[src/include/shrb_consts.svh]
// Constants for the serial hold register bank: widths, fields, reset values, scales
`ifndef SHRB_CONSTS_SVH
`define SHRB_CONSTS_SVH
`define SHRB_WORD_W        26
`define SHRB_ADDR_MSB      1
`define SHRB_CUR_MSB       4
`define SHRB_CUR_LSB       2
`define SHRB_DLY_MSB       6
`define SHRB_DLY_LSB       5
`define SHRB_POL_BIT       7
`define SHRB_FLOAT_BIT     8
`define SHRB_MOD_SUP_BIT   10
`define SHRB_DIV_SUP_BIT   11
`define SHRB_PLL_SUP_BIT   12
`define SHRB_BW_MSB        14
`define SHRB_BW_LSB        13
`define SHRB_MUX_MSB       17
`define SHRB_MUX_LSB       15
`define SHRB_OPMODE_RST    26'h0001000
`define SHRB_WORD_RST      26'h0000000
`define SHRB_CUR_STEP_UA   11'h0C8
`define SHRB_DLY_00_NS     4'h2
`define SHRB_DLY_01_NS     4'h4
`define SHRB_DLY_10_NS     4'h7
`define SHRB_DLY_11_NS     4'h9
`define SHRB_SUP_OFF_MV    12'h000
`define SHRB_SUP_LOW_MV    12'h708
`define SHRB_SUP_HIGH_MV   12'h960
`define SHRB_BW_BASE_MHZ   6'h14
`define SHRB_BW_STEP_MHZ   6'h0A
`define SHRB_MUX_LOCK      3'h0
`define SHRB_MUX_REFDIV    3'h1
`define SHRB_MUX_FBDIV     3'h2
`define SHRB_MUX_TEST      3'h7
`endif

[src/include/shrb_pkg.sv]
// Types for the serial hold register bank
package shrb_pkg;
   typedef enum logic [1:0] {
      SHRB_W_OPMODE = 2'b00,
      SHRB_W_CALIB  = 2'b01,
      SHRB_W_FREQ1  = 2'b10,
      SHRB_W_FREQ2  = 2'b11
   } shrb_word_t;
endpackage

[src/shrb_bank.sv]
// Three-wire serial load register, four hold registers and operation-mode decode
`timescale 1ns/1ps
`include "shrb_consts.svh"

// Operation
// - With strobe low, each serial clock rise shifts one bit in, MSB first.
// - Strobe falling edge copies load register into the addressed hold register.
// - Non-frequency word writes never disturb the frequency words or update pulse.
// - Load bits 1:0 pick operation, calibration, frequency one or frequency two.
// - Bits 4:2 set pump current, 200 uA per step from 200 to 1600.
// - Bits 6:5 set pump delay 2, 4, 7 or 9 ns.
// - Bit 7 sets detector polarity, 0 negative, 1 positive.
// - Bit 8 set floats and disables the charge pump.
// - Bits 12:10 form one supply code: 0XX 0 V, 10X 1.8 V, 11X 2.4 V.
// - Bits 14:13 set reference bandwidth 20, 30, 40 or 50 MHz.
// - Bits 17:15 route lock detect, reference, feedback or loop test to pin.
module shrb_bank
   import shrb_pkg::*;
(
   input  wire logic                    clk_i,
   input  wire logic                    rst_i,
   input  wire logic                    sclk_i,
   input  wire logic                    sdata_i,
   input  wire logic                    latch_strobe_i,
   input  wire logic                    lock_detect_i,
   input  wire logic                    ref_div_out_i,
   input  wire logic                    fb_div_out_i,
   input  wire logic                    loop_test_i,
   output logic [`SHRB_WORD_W-1:0]      operation_mode_word_o,
   output logic [`SHRB_WORD_W-1:0]      auto_calibration_word_o,
   output logic [`SHRB_WORD_W-1:0]      frequency_word_one_o,
   output logic [`SHRB_WORD_W-1:0]      frequency_word_two_o,
   output logic                         freq_update_o,
   output logic [10:0]                  pump_current_ua_o,
   output logic [3:0]                   pump_delay_ns_o,
   output logic                         detector_polarity_o,
   output logic                         pump_float_select_o,
   output logic [11:0]                  supply_mv_o,
   output logic [5:0]                   reference_bandwidth_mhz_o,
   output logic                         lock_indicator_pin_o
);

   logic [2:0]                sclk_ff;
   logic [2:0]                strobe_ff;
   logic [1:0]                sdata_ff;
   logic [`SHRB_WORD_W-1:0]   load_ff;
   logic [`SHRB_WORD_W-1:0]   opmode_ff;
   logic [`SHRB_WORD_W-1:0]   calib_ff;
   logic [`SHRB_WORD_W-1:0]   freq1_ff;
   logic [`SHRB_WORD_W-1:0]   freq2_ff;
   logic                      fupd_ff;
   logic [10:0]               cur_ff;
   logic [3:0]                dly_ff;
   logic                      pol_ff;
   logic                      float_ff;
   logic [11:0]               sup_ff;
   logic [5:0]                bw_ff;
   logic                      pin_ff;

   // Pin synchronisers; stage 0 feeds only stage 1
   always_ff @(posedge clk_i) begin
      if (rst_i) begin
         sclk_ff   <= 3'h0;
         strobe_ff <= 3'h7;
         sdata_ff  <= 2'h0;
      end else begin
         sclk_ff   <= {sclk_ff[1:0], sclk_i};
         strobe_ff <= {strobe_ff[1:0], latch_strobe_i};
         sdata_ff  <= {sdata_ff[0], sdata_i};
      end
   end

   // Edge detection on synchronised pins
   wire        sclk_rise   = sclk_ff[1] & ~sclk_ff[2];
   wire        strobe_low  = ~strobe_ff[1];
   wire        strobe_fall = strobe_ff[2] & ~strobe_ff[1];
   wire        shift_en    = sclk_rise & strobe_low;
   wire        data_bit    = sdata_ff[1];

   // Address decode of the word in the load register
   wire shrb_word_t word_sel = shrb_word_t'(load_ff[`SHRB_ADDR_MSB:0]);
   wire        wr_opmode  = strobe_fall & (word_sel == SHRB_W_OPMODE);
   wire        wr_calib   = strobe_fall & (word_sel == SHRB_W_CALIB);
   wire        wr_freq1   = strobe_fall & (word_sel == SHRB_W_FREQ1);
   wire        wr_freq2   = strobe_fall & (word_sel == SHRB_W_FREQ2);

   // Load shift register, gated by strobe low
   always_ff @(posedge clk_i) begin
      if (rst_i) begin
         load_ff <= `SHRB_WORD_RST;
      end else if (shift_en) begin
         load_ff <= {load_ff[`SHRB_WORD_W-2:0], data_bit};
      end
   end

   // Hold registers, each written only by its own address
   always_ff @(posedge clk_i) begin
      if (rst_i) begin
         opmode_ff <= `SHRB_OPMODE_RST;
         calib_ff  <= `SHRB_WORD_RST;
         freq1_ff  <= `SHRB_WORD_RST;
         freq2_ff  <= `SHRB_WORD_RST;
         fupd_ff   <= 1'b0;
      end else begin
         if (wr_opmode) opmode_ff <= load_ff;
         if (wr_calib)  calib_ff  <= load_ff;
         if (wr_freq1)  freq1_ff  <= load_ff;
         if (wr_freq2)  freq2_ff  <= load_ff;
         fupd_ff <= wr_freq1 | wr_freq2;
      end
   end

   // Operation-mode field extraction
   wire [2:0]  cur_code = opmode_ff[`SHRB_CUR_MSB:`SHRB_CUR_LSB];
   wire [1:0]  dly_code = opmode_ff[`SHRB_DLY_MSB:`SHRB_DLY_LSB];
   wire [1:0]  bw_code  = opmode_ff[`SHRB_BW_MSB:`SHRB_BW_LSB];
   wire [2:0]  mux_code = opmode_ff[`SHRB_MUX_MSB:`SHRB_MUX_LSB];
   wire [10:0] nxt_cur  = 11'(({8'h00, cur_code} + 11'h001) * `SHRB_CUR_STEP_UA);
   wire [3:0]  nxt_dly  = (dly_code == 2'h0) ? `SHRB_DLY_00_NS :
                          (dly_code == 2'h1) ? `SHRB_DLY_01_NS :
                          (dly_code == 2'h2) ? `SHRB_DLY_10_NS : `SHRB_DLY_11_NS;
   wire [11:0] nxt_sup  = !opmode_ff[`SHRB_PLL_SUP_BIT] ? `SHRB_SUP_OFF_MV :
                          !opmode_ff[`SHRB_DIV_SUP_BIT] ? `SHRB_SUP_LOW_MV : `SHRB_SUP_HIGH_MV;
   wire [5:0]  nxt_bw   = 6'(`SHRB_BW_BASE_MHZ + 6'({4'h0, bw_code} * `SHRB_BW_STEP_MHZ));
   wire        nxt_pin  = (mux_code == `SHRB_MUX_LOCK)   ? lock_detect_i :
                          (mux_code == `SHRB_MUX_REFDIV) ? ref_div_out_i :
                          (mux_code == `SHRB_MUX_FBDIV)  ? fb_div_out_i  :
                          (mux_code == `SHRB_MUX_TEST)   ? loop_test_i   : 1'b0;

   // Registered decode outputs
   always_ff @(posedge clk_i) begin
      if (rst_i) begin
         cur_ff   <= `SHRB_CUR_STEP_UA;
         dly_ff   <= `SHRB_DLY_00_NS;
         pol_ff   <= 1'b0;
         float_ff <= 1'b0;
         sup_ff   <= `SHRB_SUP_LOW_MV;
         bw_ff    <= `SHRB_BW_BASE_MHZ;
         pin_ff   <= 1'b0;
      end else begin
         cur_ff   <= nxt_cur;
         dly_ff   <= nxt_dly;
         pol_ff   <= opmode_ff[`SHRB_POL_BIT];
         float_ff <= opmode_ff[`SHRB_FLOAT_BIT];
         sup_ff   <= nxt_sup;
         bw_ff    <= nxt_bw;
         pin_ff   <= nxt_pin;
      end
   end

   // Output drive
   assign operation_mode_word_o     = opmode_ff;
   assign auto_calibration_word_o   = calib_ff;
   assign frequency_word_one_o      = freq1_ff;
   assign frequency_word_two_o      = freq2_ff;
   assign freq_update_o             = fupd_ff;
   assign pump_current_ua_o         = cur_ff;
   assign pump_delay_ns_o           = dly_ff;
   assign detector_polarity_o       = pol_ff;
   assign pump_float_select_o       = float_ff;
   assign supply_mv_o               = sup_ff;
   assign reference_bandwidth_mhz_o = bw_ff;
   assign lock_indicator_pin_o      = pin_ff;
endmodule

[config.mk]
export PLATFORM = sky130hd
export DESIGN_NAME = shrb_bank
export DESIGN_NICKNAME = d
export VERILOG_FILES = /design/src/include/shrb_pkg.sv /design/src/shrb_bank.sv
export VERILOG_INCLUDE_DIRS = /design/src /design/src/include
export SDC_FILE = /design/constraint.sdc
export NUM_CORES = 1
export LEC_CHECK = 0
export ABC_AREA = 1
export ABC_CLOCK_PERIOD_IN_PS = 1770
export BUFFER_PORTS_ARGS = -buffer_cell sky130_fd_sc_hd__buf_2
export CAP_MARGIN = 40
export CORE_MARGIN = 1
export CORE_UTILIZATION = 40
export DETAILED_ROUTE_END_ITERATION = 8
export PLACE_DENSITY = 0.72
export SETUP_SLACK_MARGIN = 0.15
export SLEW_MARGIN = 20
export SYNTH_ARGS = -nofsm -noshare
export SYNTH_HDL_FRONTEND = slang
export SYNTH_SLANG_ARGS = --single-unit
[constraint.sdc]
create_clock -name clk_i -period 1.77 [get_ports clk_i]
set_input_delay 0.2655 -clock clk_i [delete_from_list [all_inputs] [get_ports clk_i]]
set_output_delay 0.2655 -clock clk_i [all_outputs]
set_load 0.05 [all_outputs]
==> impl_metrics.json <==
{
  "outcome": "finished clean",
  "synth_seq_cells": 162,
  "synth-compound-area-share_pct": 4.19,
  "reg2reg_depth": 10,
  "cts_root_buf": "clkbuf_16",
  "dieArea_sq_um": 16200,
  "slew_violations": 0,
  "finalCritPeriodShare_pct": 92.5,
  "portBuffers": 140,
  "seq_area_sq_um": 3250,
  "fin_ws_ps": 133,
  "reg2reg_to": "pump_current_ua_o[10]",
  "required_ps": 2090,
  "grt.total_usage_pct": 19.2,
  "p_int_mw": 6.05,
  "clock_latency_ps": 420,
  "finalHoldViolations": 0,
  "holdPathEnd": "strobe_ff[0]",
  "grt_overflow_total": 0,
  "grt_pass1_wl_mm": 24.4,
  "worstPathArrival_ps": 1950,
  "synthCells": 820,
  "crit_buf_inv": 1,
  "cts_tree": "done",
  "antenna_left": 0,
  "avgViaCountPerCell": 4.64,
  "maxCapViolations": 0,
  "critPathKind": "reg -> reg",
  "cts_max_level": 4,
  "slew_headroom_pct": 64.5,
  "rrSetupSlack_ps": 130,
  "coreArea_sq_um": 15300,
  "firstDrtPassIters": 4,
  "die_y_microns": 127,
  "synth_top_family_by_area": "simple AND/OR/NAND/NOR gates",
  "post_drt_wl_per_cell_microns": 13.0,
  "place_area_sq_um": 7090,
  "start_kind": "register",
  "rr_startpoint": "operation_mode_word_o[3]",
  "critPathMaxStageDelay_ps": 370,
  "p_leak_nw": 3.37,
  "cp_cell_sequence": "ha_4 -> xnor2_4 -> ha_4 -> inv_2 -> ha_4 -> nand2_1 -> nand2_2 -> nand2_1 -> nand2_1 -> nor2_1",
  "sw_frac_of_total_pct": 21.3,
  "yosysUniqueCellTypes": 27,
  "grt_pass1_vias": 4852,
  "synth-xor-area-share_pct": 0.558,
  "cts_buffer_depth": 2,
  "rows": 45,
  "setup_viol": 0,
  "initial_core_util_pct": 41.1,
  "netlist_area_sq_um": 6270,
  "yosysWarnings": 0,
  "clock-sinks": 162,
  "numCtsBuffers": 17,
  "rsz0062_at_grt": "yes",
  "seq_area_frac_synth_pct": 51.7,
  "io_pins": 150,
  "hold_path_class": "in -> reg",
  "antenna_cells": 0,
  "muxShareOfSynthArea_pct": 0,
  "yosys.area_share.simple_pct": 31.4,
  "hp-start": "latch_strobe_i",
  "critPathMaxFanout": 5,
  "hpwl_mm": 9.98,
  "crit_start": "operation_mode_word_o[3]",
  "p_per_area_nw_per_um2": 993,
  "via_count": 5386,
  "clk_pin_slew_worst_paths_ps": 60,
  "synth_area_per_cell_sq_um": 7.65,
  "crit_family": "adder cells",
  "drc": 0,
  "seqPwrFrac_pct": 47.7,
  "multi_input_area_sq_um": 2560,
  "final_area_sq_um": 7740,
  "final_cell_mix": "nor2_1 (175), nand2_1 (172), dfxtp_1 (157)",
  "nFillCells": 1511,
  "crit_slowest_cell": "dfxtp_4",
  "grt_max_degree": 76,
  "yosys.area_share.adder_pct": 2.51,
  "finish.net_count": 959,
  "post-place-ws_ps": 104,
  "finalPower_mw": 7.68,
  "worst_pin_slew_ps": 531,
  "hold-path-cell-count": 2,
  "area_growth_pct": 23.3,
  "fin_skew_ps": 7.58,
  "cp-end-kind": "register",
  "setup-tns-final_ps": 0,
  "layout-drive-gt1-share_pct": 23.7,
  "dr.first_iter.drc_count": 431,
  "antenna_found_initial": 0,
  "gp_congestion": 0.784,
  "power_frac_clock_pct": 48.8,
  "final_common_cell": "nor2_1",
  "clock.fmax_mhz": 611,
  "period_needed_ps": 1640,
  "combPwrFrac_pct": 3.6,
  "p_sw_mw": 1.64,
  "die_w_microns": 127,
  "ir_drop_mv": 0.575,
  "postRouteWirelength_mm": 15.1
}
## through the flow
stage	hold slack (ps)	util, %	instances
floorplan	369	-	829
global placement	396	46.4	1128
detailed placement	395	46.4	1128
CTS	5.65	50.5	1161
global route	19.6	50.7	1162
finish	24.2	50.7	1162
## how the worst max path moves through the flow
stage	to	slack, ps	depth (start not counted)
5_1_grt	pump_current_ua_o[10]	20	9
6_report	pump_current_ua_o[10]	130	10
3_3_place_gp	pump_current_ua_o[10]	130	10
2_1_floorplan	pump_current_ua_o[8]	90	7
3_5_place_dp	pump_current_ua_o[8]	100	7
4_1_cts	pump_current_ua_o[10]	110	10
## power groups by stage
stage	logic, mW	clock network (mW)	registers [mW]
6_report	0.274	3.75	3.66
5_1_grt	0.299	3.97	3.66
4_1_cts	0.274	3.83	3.66
3_5_place_dp	0.273	0	3.74
3_3_place_gp	0.271	0	3.74
2_1_floorplan	0.218	0	3.76
## cell type report
cell class                 instances  area share [%]
tap                              211            3.41
clock buffer                      23            6.18
timing repair buffer             155            11.0
multi-input combinational        550            33.2
clock inverter                     9            1.65
sequential                       162            42.1
inverter                          52            2.55
## cells in the mapped netlist
cell	n	share of area [%]
a21oi_1	50	4.0
and3_1	1	0.10
buf_1	3	0.18
buf_2	23	1.8
buf_4	25	3.0
buf_6	2	0.36
buf_8	2	0.48
clkbuf_1	10	0.60
conb_1	1	0.060
dfxtp_1	162	52
fa_1	1	0.32
ha_1	11	2.2
inv_1	48	2.9
inv_2	4	0.24
nand2_1	173	10
nand2_2	2	0.20
nand2_4	1	0.18
nand3_1	101	8.1
nor2_1	179	11
nor2_2	3	0.30
nor2_4	5	0.90
nor3_1	2	0.16
o21ai_0	1	0.080
o21bai_1	1	0.12
or2_2	5	0.50
xnor2_1	2	0.28
xor2_1	2	0.28
## cells by family after synthesis
kind of cell    after synthesis
buf+inv                     117
other cells                   1
simple gates                472
xor+xnor                      4
flops                       162
compound gates               52
fa+ha+maj                    12
## per-layer routing
| metal | share of wire, % | vias to the layer above | global-route usage (%) |
|---|---|---|---|
| met5 | 0 | - | 0 |
| met4 | 1.3 | 0 | 6.30 |
| met3 | 5.0 | 13 | 4.94 |
| met2 | 45 | 143 | 30.3 |
| met1 | 48 | 2471 | 25.6 |
| li1 | - | 2759 | - |
## sequential cells by signal, summed over array words and instances (netlist names), 2 cells and up
signal                     count
operation_mode_word_o         26
supply_mv_o                    3
reference_bandwidth_mhz_o      5
pump_delay_ns_o                4
strobe_ff                      3
sclk_ff                        3
load_ff                       26
frequency_word_two_o          26
pump_current_ua_o              8
auto_calibration_word_o       26
frequency_word_one_o          26
sdata_ff                       2
## timing repair
item / in CTS / in global routing
hold buffers: 0 / 0
pin swaps: 1 / 0
endpoints found under the hold margin: 0 / 0
setup endpoints to repair: 3 / 3
resized for setup: 0 / 8
setup buffers: 1 / 1
gates cloned: 0 / 0
Power figures use the tool's default switching activity.
